--- config.mk ---
export PLATFORM = sky130hd
export DESIGN_NAME = vddc_top
export DESIGN_NICKNAME = d
export VERILOG_FILES = /design/src/rtl/vddc_mode_decode.v /design/src/rtl/vddc_gate.v /design/src/rtl/vddc_top.v
export VERILOG_INCLUDE_DIRS = /design/src /design/src/rtl
export SDC_FILE = /design/constraint.sdc
export NUM_CORES = 1
export LEC_CHECK = 0
export ABC_CLOCK_PERIOD_IN_PS = 2400
export BUFFER_PORTS_ARGS = -buffer_cell sky130_fd_sc_hd__buf_2
export CAP_MARGIN = 20
export CORE_MARGIN = 4
export CORE_UTILIZATION = 45
export DETAILED_ROUTE_END_ITERATION = 10
export GPL_TIMING_DRIVEN = 0
export PLACE_DENSITY = 0.84
export SLEW_MARGIN = 0
export SYNTH_ARGS = -nofsm -noshare
export SYNTH_HDL_FRONTEND = slang
export SYNTH_SLANG_ARGS = --single-unit
--- constraint.sdc ---
create_clock -name i_mclk -period 2.4 [get_ports i_mclk]
set_input_delay 0.36 -clock i_mclk [delete_from_list [all_inputs] [get_ports i_mclk]]
set_output_delay 0.36 -clock i_mclk [all_outputs]
set_load 0.01 [all_outputs]
--- src/rtl/vddc_defines.vh ---
// Constants for the display channel control decoder
`ifndef VDDC_DEFINES_VH
`define VDDC_DEFINES_VH
// ==========================================================
// Register map (byte addresses)
`define VDDC_CTRL_ADDR 12'h000
`define VDDC_STAT_ADDR 12'h004
`define VDDC_ADDR_W 12
// ==========================================================
// Field positions of display_channel_control
`define VDDC_BIT_CHRST 31
`define VDDC_BIT_BLKDIS 30
`define VDDC_BIT_EN 15
`define VDDC_BIT_DPK 14
`define VDDC_BIT_RGB_EXTRACT_EN 13
`define VDDC_BIT_SECOND_RAW_CHANNEL_EN 12
`define VDDC_BIT_DVAL 11
`define VDDC_BIT_CHROMA_RESAMPLE_EN 10
`define VDDC_BIT_RSV9 9
`define VDDC_BIT_SCALE 8
`define VDDC_BIT_CONT 7
`define VDDC_BIT_FRAME 6
`define VDDC_BIT_FLD2 5
`define VDDC_BIT_FLD1 4
`define VDDC_BIT_RSV3 3
`define VDDC_MODE_HI 2
`define VDDC_MODE_LO 0
// Writable bits of the control word; reserved bits 9 and 3 excluded
`define VDDC_CTRL_WMASK 32'hc000_fdf7
`define VDDC_LOCK_MASK 32'h0000_7df7
`define VDDC_CTRL_RESET 32'h0000_0000
// ==========================================================
// Display mode codes
`define VDDC_MODE_BT8 3'h0
`define VDDC_MODE_BT10 3'h1
`define VDDC_MODE_RAW8 3'h2
`define VDDC_MODE_RAW10 3'h3
`define VDDC_MODE_YC8 3'h4
`define VDDC_MODE_YC10 3'h5
`define VDDC_MODE_RAW16 3'h6
`define VDDC_MODE_RAW20 3'h7
// Raw widths
`define VDDC_RAWW_8 2'h0
`define VDDC_RAWW_10 2'h1
`define VDDC_RAWW_16 2'h2
`define VDDC_RAWW_20 2'h3
`endif

--- src/rtl/vddc_mode_decode.v ---
// Display mode field decoder
`timescale 1ns/10ps
`include "vddc_defines.vh"
module vddc_mode_decode (
  input wire [2:0] i_mode,
  output reg o_is_bt656,
  output reg o_is_yc,
  output reg o_is_raw,
  output reg o_ten_bit,
  output reg [1:0] o_raw_width
);
  always @* begin
    o_is_bt656 = 1'b0;
    o_is_yc = 1'b0;
    o_is_raw = 1'b0;
    o_ten_bit = 1'b0;
    o_raw_width = `VDDC_RAWW_8;
    case (i_mode)
      `VDDC_MODE_BT8: begin
        o_is_bt656 = 1'b1;
      end
      `VDDC_MODE_BT10: begin
        o_is_bt656 = 1'b1;
        o_ten_bit = 1'b1;
      end
      `VDDC_MODE_YC8: begin
        o_is_yc = 1'b1;
      end
      `VDDC_MODE_YC10: begin
        o_is_yc = 1'b1;
        o_ten_bit = 1'b1;
      end
      `VDDC_MODE_RAW8: begin
        o_is_raw = 1'b1;
      end
      `VDDC_MODE_RAW10: begin
        o_is_raw = 1'b1;
        o_ten_bit = 1'b1;
        o_raw_width = `VDDC_RAWW_10;
      end
      `VDDC_MODE_RAW16: begin
        o_is_raw = 1'b1;
        o_raw_width = `VDDC_RAWW_16;
      end
      `VDDC_MODE_RAW20: begin
        o_is_raw = 1'b1;
        o_ten_bit = 1'b1;
        o_raw_width = `VDDC_RAWW_20;
      end
      default: begin
        o_is_bt656 = 1'b1;
      end
    endcase
  end
endmodule // vddc_mode_decode

--- src/rtl/vddc_gate.v ---
// Registered control bit gated by a mode class
`timescale 1ns/10ps
module vddc_gate (
  input wire i_mclk,
  input wire i_reset,
  input wire i_bit,
  input wire i_class_ok,
  output reg o_q
);
  always @(posedge i_mclk) begin
    if (i_reset) begin
      o_q <= 1'b0;
    end else begin
      o_q <= i_bit & i_class_ok;
    end
  end
endmodule // vddc_gate

--- src/rtl/vddc_top.v ---
// Display channel control register and decode, APB slave
//
// Implementation choices: the APB slave port and the placing of the registers.
`timescale 1ns/10ps
`include "vddc_defines.vh"
module vddc_top (
  input wire i_mclk,
  input wire i_reset,
  input wire i_psel,
  input wire i_penable,
  input wire i_pwrite,
  input wire [11:0] i_paddr,
  input wire [31:0] i_pwdata,
  output wire o_pready,
  output reg [31:0] o_prdata,
  output wire o_pslverr,
  output wire o_display_channel_en,
  output wire o_channel_reset,
  output wire o_blank_disable,
  output wire o_dense_unpack,
  output reg [2:0] o_display_mode_sel,
  output reg o_mode_bt656,
  output reg o_mode_yc,
  output reg o_mode_raw,
  output reg o_ten_bit,
  output reg [1:0] o_raw_width,
  output wire o_rgb_extract_en,
  output wire o_second_raw_channel_en,
  output wire o_default_value_sel,
  output wire o_chroma_resample_en,
  output wire o_scale_x2,
  output reg o_continuous_display_en,
  output reg o_show_frame_code,
  output reg o_show_second_field,
  output reg o_show_first_field,
  output reg o_locked_write_q
);
  // ==========================================================
  // Bus decode
  reg [31:0] ctrl_q;
  reg [31:0] ctrl_d;
  reg locked_d;
  wire access;
  wire wr;
  wire hit_ctrl;
  wire hit_stat;
  wire chg_locked;
  wire dec_bt;
  wire dec_yc;
  wire dec_raw;
  wire dec_ten;
  wire [1:0] dec_rw;
  wire vid_class;

  assign access = i_psel & i_penable;
  assign wr = access & i_pwrite;
  assign hit_ctrl = (i_paddr == `VDDC_CTRL_ADDR);
  assign hit_stat = (i_paddr == `VDDC_STAT_ADDR);
  // Zero wait states; unmapped addresses answer with an error
  assign o_pready = 1'b1;
  assign o_pslverr = access & ~(hit_ctrl | hit_stat);

  // ==========================================================
  // Control register
  // A write that alters locked fields while enabled is still applied;
  // hardware only flags it, since the interlock is a software duty
  assign chg_locked = ((i_pwdata ^ ctrl_q) & `VDDC_LOCK_MASK) != 32'h0000_0000;

  always @* begin
    ctrl_d = ctrl_q;
    locked_d = o_locked_write_q;
    // Channel reset is a self-clearing strobe
    ctrl_d[`VDDC_BIT_CHRST] = 1'b0;
    if (wr & hit_ctrl) begin
      ctrl_d = i_pwdata & `VDDC_CTRL_WMASK;
      if (ctrl_q[`VDDC_BIT_EN] & chg_locked) begin
        locked_d = 1'b1;
      end
    end
    if (wr & hit_stat & i_pwdata[0]) begin
      locked_d = 1'b0;
    end
  end

  always @(posedge i_mclk) begin
    if (i_reset) begin
      ctrl_q <= `VDDC_CTRL_RESET;
      o_locked_write_q <= 1'b0;
    end else begin
      ctrl_q <= ctrl_d;
      o_locked_write_q <= locked_d;
    end
  end

  // ==========================================================
  // Read data
  always @(posedge i_mclk) begin
    if (i_reset) begin
      o_prdata <= 32'h0000_0000;
    end else if (i_psel & ~i_penable & ~i_pwrite) begin
      if (i_paddr == `VDDC_CTRL_ADDR) begin
        o_prdata <= ctrl_q & `VDDC_CTRL_WMASK;
      end else if (i_paddr == `VDDC_STAT_ADDR) begin
        o_prdata <= {26'h0, o_raw_width, o_ten_bit, o_mode_raw, o_mode_yc,
                     o_locked_write_q};
      end else begin
        o_prdata <= 32'h0000_0000;
      end
    end
  end

  // ==========================================================
  // Mode decode
  vddc_mode_decode u_mode (
    .i_mode(ctrl_q[`VDDC_MODE_HI:`VDDC_MODE_LO]),
    .o_is_bt656(dec_bt),
    .o_is_yc(dec_yc),
    .o_is_raw(dec_raw),
    .o_ten_bit(dec_ten),
    .o_raw_width(dec_rw)
  );

  assign vid_class = dec_bt | dec_yc;

  always @(posedge i_mclk) begin
    if (i_reset) begin
      o_display_mode_sel <= `VDDC_MODE_BT8;
      o_mode_bt656 <= 1'b1;
      o_mode_yc <= 1'b0;
      o_mode_raw <= 1'b0;
      o_ten_bit <= 1'b0;
      o_raw_width <= `VDDC_RAWW_8;
      o_continuous_display_en <= 1'b0;
      o_show_frame_code <= 1'b0;
      o_show_second_field <= 1'b0;
      o_show_first_field <= 1'b0;
    end else begin
      o_display_mode_sel <= ctrl_q[`VDDC_MODE_HI:`VDDC_MODE_LO];
      o_mode_bt656 <= dec_bt;
      o_mode_yc <= dec_yc;
      o_mode_raw <= dec_raw;
      o_ten_bit <= dec_ten;
      o_raw_width <= dec_rw & {2{dec_raw}};
      o_continuous_display_en <= ctrl_q[`VDDC_BIT_CONT];
      o_show_frame_code <= ctrl_q[`VDDC_BIT_FRAME];
      o_show_second_field <= ctrl_q[`VDDC_BIT_FLD2];
      o_show_first_field <= ctrl_q[`VDDC_BIT_FLD1];
    end
  end

  // ==========================================================
  // Mode gated options
  vddc_gate u_rgb_extract_en (
    .i_mclk(i_mclk),
    .i_reset(i_reset),
    .i_bit(ctrl_q[`VDDC_BIT_RGB_EXTRACT_EN]),
    .i_class_ok(dec_raw),
    .o_q(o_rgb_extract_en)
  );

  vddc_gate u_second_raw_channel_en (
    .i_mclk(i_mclk),
    .i_reset(i_reset),
    .i_bit(ctrl_q[`VDDC_BIT_SECOND_RAW_CHANNEL_EN]),
    .i_class_ok(dec_raw),
    .o_q(o_second_raw_channel_en)
  );

  vddc_gate u_dval (
    .i_mclk(i_mclk),
    .i_reset(i_reset),
    .i_bit(ctrl_q[`VDDC_BIT_DVAL]),
    .i_class_ok(vid_class),
    .o_q(o_default_value_sel)
  );

  vddc_gate u_chroma_resample_en (
    .i_mclk(i_mclk),
    .i_reset(i_reset),
    .i_bit(ctrl_q[`VDDC_BIT_CHROMA_RESAMPLE_EN]),
    .i_class_ok(vid_class),
    .o_q(o_chroma_resample_en)
  );

  vddc_gate u_scale (
    .i_mclk(i_mclk),
    .i_reset(i_reset),
    .i_bit(ctrl_q[`VDDC_BIT_SCALE]),
    .i_class_ok(vid_class),
    .o_q(o_scale_x2)
  );

  // Upper bits pass through unconditioned; all but DPK (bit 14) are exempt from the interlock
  assign o_display_channel_en = ctrl_q[`VDDC_BIT_EN];
  assign o_channel_reset = ctrl_q[`VDDC_BIT_CHRST];
  assign o_blank_disable = ctrl_q[`VDDC_BIT_BLKDIS];
  assign o_dense_unpack = ctrl_q[`VDDC_BIT_DPK];
endmodule // vddc_top

# Word level (Yosys, flattened, before mapping)
# Index checks and enable logic that the tools add are counted.
# totals
ff_bits	67
in_bits	49
output_inout_bits	57
wordCells	66
# classes
eq_ne	8
muxes	7
n_bitwise	22
n_reduce_logical	10
# ops
cell	count
32-bit two-way mux	1
32-bit nonzero test	1
15-bit XOR	1
1-bit AND	14
12-bit by 3-bit equality test with 1-bit output (second input constant)	1
3-bit equality test (second input constant)	4
12-bit logical NOT	1
2-bit OR reduction	4
4-bit OR reduction	2
3-bit by 2-bit equality test with 1-bit output (second input constant)	2
6-bit two-way mux	1
2-bit one-hot mux with 3 select lines	1
1-bit two-way mux	4
1-bit inverter	4
3-bit by 1-bit equality test with 1-bit output (second input constant)	1
3-bit logical NOT	1
2-bit AND	1
1-bit bitwise OR	2
2-bit AND reduction	1

# Longest topological paths before layout
# Gate-level depths: netlist of the first run.
# depth
word_depth	5
ltp_mapped	6
mapped_depth_nobuf	4

# Hierarchy
# A second synthesis of the first run with hierarchy kept.
# unflattened
hier_cells	209
hier_area_um2	2110.8
# by_module_without_submodules
module	n_inst	cells_each	area_each_um2
vddc_top	1	193	1936.9
vddc_gate	5	2	28.8
vddc_mode_decode	1	6	30.0

# Worst setup path after synthesis of the first run
# OpenSTA, ideal clock, no wires.
# synth_timing
path_kind	in2reg
startpoint	in i_paddr[9]
endpoint	reg ctrl_q[5]
arrival_ns	1.970
required_ns	2.272
setup_slack_ns	0.303
stages	6
path_buffers	2
path_cell_list	or4_4 > buf_6 > nor4_4 > buf_6 > mux2i_1 > nor2_1
# synth_via
elab_chain_len	2
# synth_lines
item	line_no	text
from (decl)	vddc_top.v:12	input wire [11:0] i_paddr,
12-bit logical NOT (no source line)	--	
1-bit AND	vddc_top.v:74	if (wr & hit_ctrl) begin
to (signal assigned)	vddc_top.v:87	ctrl_q <= `VDDC_CTRL_RESET;
to (signal assigned)	vddc_top.v:90	ctrl_q <= ctrl_d;
to (decl)	vddc_top.v:40	reg [31:0] ctrl_q;
# No other way between the ends.
# A chain may end at the register's enable or synchronous reset.

# Worst setup path in the final report of the first run
# layout_timing
startpoint	in i_paddr[9]
endpoint	reg ctrl_q[11]
# The elaborated chain is that of the path after synthesis.

==> flow_metrics.py, run 1 <==
metrics = {
    "status": {
        "outcome": "finished clean",
    },
    "timing": {
        "fin_crit_ps": 2080,
        "setup_viol": 0,
        "hold_viol_final": 0,
        "fmax_ghz": 0.480,
        "worst_pin_slew_ps": 697,
        "rsz0062_at_grt": "no",
        "drv_slew": 0,
        "period_share": 0.868,
        "maxSlewHeadroom": 0.534,
        "skew_ps": 9.57,
    },
    "global_route": {
        "grt_start_max_net_pins": 16,
        "grt_overflow_total": 0,
        "antenna_found_initial": 0,
        "grt.total_usage": 0.177,
        "grt_pass1_vias": 1580,
        "grt_pass1_wl_mm": 7.60,
    },
    "layout": {
        "nets": 350,
        "layout_common_cells": "buf_2 (73), dfxtp_1 (52), nor2_1 (34)",
        "seq_area_um2": 1040,
        "fillers": 418,
        "diodes": 0,
        "multi_input_area_um2": 900,
        "area_delta_synth_final_pct": 28.2,
        "utilization": 0.602,
        "stdcell_count": 354,
        "drive_gt1_frac": 0.338,
        "final_common_cell": "buf_2",
    },
    "worst_setup_path": {
        "cp-startpoint": "i_paddr[9]",
        "cpMostUsedCell": "buf_6",
        "r2r_start": "ctrl_q[8]",
        "critPathArrivalTime_ps": 2260,
        "critPathLaunchType": "input pin",
        "critPathKind": "input pin to flop",
        "crit_chain": "buf_2 > or4_4 > buf_6 > nor4_4 > buf_6 > mux2i_1 > nor2_1",
        "crit_path_end_kind": "flop",
        "cp_slowest_cell": "nor4_4",
        "reg2reg_depth": 4,
        "cp_num_cells": 7,
        "slowest_delay_ps": 600,
        "critPathRequiredTime_ps": 2570,
        "path_max_fanout": 10,
        "path_buf_inv": 3,
        "path_delay_family": "simple AND/OR/NAND/NOR gates",
    },
    "placement": {
        "dp_hpwl_mm": 3.71,
        "dp_cells": 346,
        "gp_congestion": 0.790,
        "portBuffers": 72,
    },
    "detailed_routing": {
        "antenna_left": 0,
        "dr_total_vias": 1743,
        "first_pass_iters": 4,
        "first_iter_violations": 95,
        "routed_wl_mm": 4.97,
        "drc_errors": 0,
        "vias_per_cell": 4.92,
        "wl_per_cell_um": 14.0,
    },
    "die": {
        "fp.dieH_um": 75.9,
        "core_area_um2": 4410,
        "io_pins": 106,
        "start_util": 0.470,
        "die_w_um": 75.9,
        "rows": 24,
        "die_area_um2": 5760,
    },
    "power": {
        "p_sw_frac": 0.218,
        "finalPower_mw": 1.57,
        "pwr-share-seq": 0.551,
        "clkPwrFrac": 0.371,
        "powerDensity_nw_per_um2": 592,
        "peakVddDrop_mv": 0.373,
        "p_comb_frac": 0.078,
        "total_leakage_power_nw": 1.27,
        "power.switching_mw": 0.343,
        "p_int_mw": 1.23,
    },
    "logic_synthesis": {
        "syn_area_um2": 2070,
        "synthCells": 208,
        "yosysUniqueCellTypes": 31,
        "yosys_register_bits": 52,
        "ys_seq_area_frac": 0.502,
        "avgSynthCellArea_um2": 9.97,
        "yosysWarnings": 0,
    },
    "worst_hold_path": {
        "hp-class": "input pin to flop",
        "hold_start": "i_pwdata[30]",
        "hold_path_depth": 3,
    },
    "clocking": {
        "clock_sinks": 52,
        "cts_repair_resize_count": 0,
        "cts_buffers": 5,
        "post_cts_buffers": 0,
        "clk_pin_slew_worst_paths_ps": 100,
        "clock_latency_ps": 300,
        "ctsRootBufferMaster": "clkbuf_8",
        "cts_tree": "done",
        "cts_hold_buf": 0,
        "clock_path_buffers": 2,
        "h-tree-depth": 2,
    },
    "flow_run": {
        "drv_cap": 0,
    },
}
-- registers in the layout, indices dropped and copies added, names as in the netlist --
name / cells
o_prdata: 17
ctrl_q: 16
o_display_mode_sel: 3
o_raw_width: 2
o_continuous_display_en: 1
o_locked_write_q: 1
o_mode_bt656: 1
o_mode_raw: 1
o_mode_yc: 1
o_show_first_field: 1
o_show_frame_code: 1
o_show_second_field: 1
o_ten_bit: 1
u_chroma_resample_en.o_q: 1
u_dval.o_q: 1
u_rgb_extract_en.o_q: 1
u_scale.o_q: 1
u_second_raw_channel_en.o_q: 1
-- synthesized netlist by cell type --
library cell | n | area (um2)
dfxtp_1 | 52 | 1040
inv_1 | 1 | 3.75
nand4_1 | 2 | 12.5
nor3b_1 | 1 | 7.51
clkbuf_1 | 9 | 33.8
nor4_4 | 1 | 21.3
and3b_1 | 2 | 17.5
xor2_1 | 13 | 114
buf_4 | 16 | 120
or4_4 | 1 | 11.3
a31oi_1 | 1 | 6.26
and3_1 | 1 | 6.26
nor2_1 | 34 | 128
or3b_2 | 1 | 8.76
a22oi_1 | 11 | 82.6
or4_1 | 2 | 15.0
nor4_1 | 5 | 31.3
mux2i_1 | 15 | 150
nand3_1 | 1 | 5.00
nand2_1 | 1 | 3.75
a221oi_1 | 5 | 43.8
and2_1 | 8 | 50.1
nor4_2 | 1 | 12.5
nor3_1 | 6 | 30.0
or3_1 | 1 | 6.26
conb_1 | 2 | 7.51
buf_6 | 2 | 22.5
a21oi_1 | 2 | 10.0
buf_2 | 1 | 5.00
nor2b_1 | 9 | 56.3
o311a_1 | 1 | 10.0
-- logic make-up after synthesis --
kind of cell	count (synthesis)	synth area share
buf+inv	29	0.0893
mux	15	0.0724
compound gates	20	0.0736
flops	52	0.502
xor+xnor	13	0.0549
simple gates	77	0.204
other cells	2	0.00362
-- path summary, 6_finish.rpt --
check / to / slack, ps
setup reg to reg: o_locked_write_q / 930
hold reg to reg: o_prdata[3] / 460
setup / recovery: ctrl_q[11] / 320
hold / removal: ctrl_q[30] / 280
-- per-layer routing --
metal,vias up,share of wire,GRT usage
li1,867,-,-
met1,805,0.40,0.224
met2,60,0.52,0.298
met3,11,0.059,0.0396
met4,0,0.019,0.0602
met5,-,0,0
-- power by group through the flow --
stage / registers (mW) / logic [mW] / clock network (mW)
floorplan: 0.890 / 0.0691 / 0
global placement: 0.888 / 0.117 / 0
detailed placement: 0.888 / 0.119 / 0
CTS: 0.868 / 0.120 / 0.596
global route: 0.868 / 0.135 / 0.637
finish: 0.868 / 0.122 / 0.584
-- cell type report --
cell class | instances | share of cell area
flip-flops and latches | 52 | 0.392
multi-input cells | 141 | 0.338
repair buffers | 72 | 0.136
plain buffers | 28 | 0.0682
clock buffers | 6 | 0.0273
well taps | 52 | 0.0245
clock inverters | 2 | 0.0132
inverters | 1 | 0.00141
-- per-stage QoR --
step	TNS (ps)	setup slack (ps)	hold WS, ps	area [um2]
2_1_floorplan	0	303	476	2130
3_3_place_gp	0	18.2	436	2550
3_5_place_dp	-20.5	-10.8	444	2550
4_1_cts	0	302	291	2660
5_1_grt	0	210	303	2660
6_report	0	318	285	2660
-- worst reg2reg max path, cell delays in order, from the launching register on --
cell,delay (ps)
dfxtp_1,350
xor2_1,170
nor4_1,520
nand4_1,140
and3b_1,190
Power figures use the tool's default switching activity.
==> run 2, diff against run 1 <==
PLACE_DENSITY = 0.89   (was 0.84)
==> flow_metrics.py, run 2 (synthesis gave the netlist of run 1 again) <==
metrics = {
    "detailed_routing": {
        "antenna_left": 0,
        "first_pass_iters": 5,
        "vias_per_cell": 4.87,
        "wl_per_cell_um": 13.8,
        "dr_total_vias": 1724,
        "drc_errors": 0,
        "routed_wl_mm": 4.90,
        "first_iter_violations": 51,
    },
    "power": {
        "clkPwrFrac": 0.371,
        "power.switching_mw": 0.342,
        "total_leakage_power_nw": 1.27,
        "p_int_mw": 1.23,
        "p_sw_frac": 0.218,
        "peakVddDrop_mv": 0.391,
        "p_comb_frac": 0.077,
        "pwr-share-seq": 0.552,
        "finalPower_mw": 1.57,
        "powerDensity_nw_per_um2": 591,
    },
    "timing": {
        "skew_ps": 6.75,
        "holdWs_ps": 289,
        "worst_pin_slew_ps": 712,
        "setup_tns_ps": 0,
        "setup_ws_ps": 322,
        "period_share": 0.866,
        "fmax_ghz": 0.481,
        "maxSlewHeadroom": 0.524,
        "fin_crit_ps": 2080,
        "rsz0062_at_grt": "no",
        "drv_slew": 0,
        "hold_viol_final": 0,
        "setup_viol": 0,
    },
    "worst_setup_path": {
        "worstSetupEndpoint": "ctrl_q[14]",
        "slowest_delay_ps": 590,
        "cp_num_cells": 7,
        "crit_chain": "buf_2 > or4_4 > buf_6 > nor4_4 > buf_6 > mux2i_1 > nor2_1",
        "cp-startpoint": "i_paddr[9]",
        "cpMostUsedCell": "buf_6",
        "critPathRequiredTime_ps": 2590,
        "crit_path_end_kind": "flop",
        "cp_slowest_cell": "nor4_4",
        "critPathLaunchType": "input pin",
        "critPathArrivalTime_ps": 2260,
        "r2r-end": "o_locked_write_q",
        "critPathKind": "input pin to flop",
        "reg2reg_depth": 4,
        "path_delay_family": "simple AND/OR/NAND/NOR gates",
        "r2r_start": "ctrl_q[14]",
        "path_buf_inv": 3,
        "reg2reg_slack_ps": 1080,
        "path_max_fanout": 10,
    },
    "global_route": {
        "grt.total_usage": 0.175,
        "grt_pass1_wl_mm": 7.47,
        "grt_start_max_net_pins": 16,
        "antenna_found_initial": 0,
        "grt_overflow_total": 0,
        "grt_pass1_vias": 1648,
    },
    "layout": {
        "diodes": 0,
        "reg_top3": "o_prdata x17, ctrl_q x16, o_display_mode_sel x3",
        "area_delta_synth_final_pct": 28.2,
        "final_common_cell": "buf_2",
        "largest_reg_flops": 17,
        "drive_gt1_frac": 0.338,
        "layout_common_cells": "buf_2 (73), dfxtp_1 (52), nor2_1 (34)",
        "stdcell_count": 354,
        "nets": 350,
        "largest-register": "o_prdata",
    },
    "placement": {
        "dp_cells": 346,
        "place_ws_ps": -19.5,
        "portBuffers": 72,
        "gp_congestion": 0.817,
        "dp_hpwl_mm": 3.79,
    },
    "clocking": {
        "cts_buffers": 5,
        "clock_sinks": 52,
        "cts_tree": "done",
        "cts_hold_buf": 0,
        "cts_repair_resize_count": 0,
        "h-tree-depth": 2,
        "clk_pin_slew_worst_paths_ps": 90,
        "post_cts_buffers": 0,
        "clock_latency_ps": 300,
        "ctsRootBufferMaster": "clkbuf_8",
        "clock_path_buffers": 2,
    },
    "die": {
        "die_w_um": 75.9,
        "start_util": 0.470,
        "core_area_um2": 4410,
        "rows": 24,
        "die_area_um2": 5760,
        "fp.dieH_um": 75.9,
        "io_pins": 106,
    },
    "status": {
        "outcome": "finished clean",
    },
    "worst_hold_path": {
        "hp-class": "input pin to flop",
    },
    "flow_run": {
        "drv_cap": 0,
    },
}
[run 2: cell counts in the layout (fill, tap and decap cells not counted)]
No cell type changed its count.
[run 2: routing by layer]
layer | global-route usage | vias to the layer above | wire (um)
li1 | - | 867 | -
met5 | 0 | - | 0
met3 | 0.0646 | 10 | 418
met4 | 0.0447 | 0 | 59
met2 | 0.310 | 59 | 2510
met1 | 0.197 | 788 | 1910
[run 2: power groups by stage]
stage / Sequential (mW) / Clock [mW] / Combinational (mW)
after floorplan: 0.890 / 0 / 0.0691
after global placement: 0.888 / 0 / 0.117
after detailed placement: 0.888 / 0 / 0.119
after CTS: 0.868 / 0.593 / 0.120
after global routing: 0.868 / 0.627 / 0.135
final: 0.868 / 0.584 / 0.121
[run 2: area by class of cell]
class                           count  area [um2]
Timing Repair Buffer               72         360
Inverter                            1        3.75
Clock inverter                      2        35.0
Sequential cell                    52        1040
Multi-Input combinational cell    141         900
Clock buffer                        6        72.6
Buffer                             28         181
Tap cell                           52        65.1
Fill cell                         388        1760
[run 2: metrics by stage]
step / utilization / cell area, um2
2_1_floorplan: - / 2130
3_3_place_gp: 0.578 / 2550
3_5_place_dp: 0.578 / 2550
4_1_cts: 0.602 / 2660
5_1_grt: 0.602 / 2660
6_report: 0.602 / 2660
[run 2: worst min-delay path by stage]
stage | slack [ps] | cells after the start | endpoint | from
floorplan | 480 | 2 | o_prdata[3] | o_prdata[3]
global placement | 440 | 2 | o_prdata[3] | o_prdata[3]
detailed placement | 450 | 2 | o_prdata[3] | o_prdata[3]
CTS | 280 | 2 | ctrl_q[31] | i_pwdata[31]
global route | 280 | 2 | ctrl_q[31] | i_pwdata[31]
finish | 290 | 2 | ctrl_q[31] | i_pwdata[31]
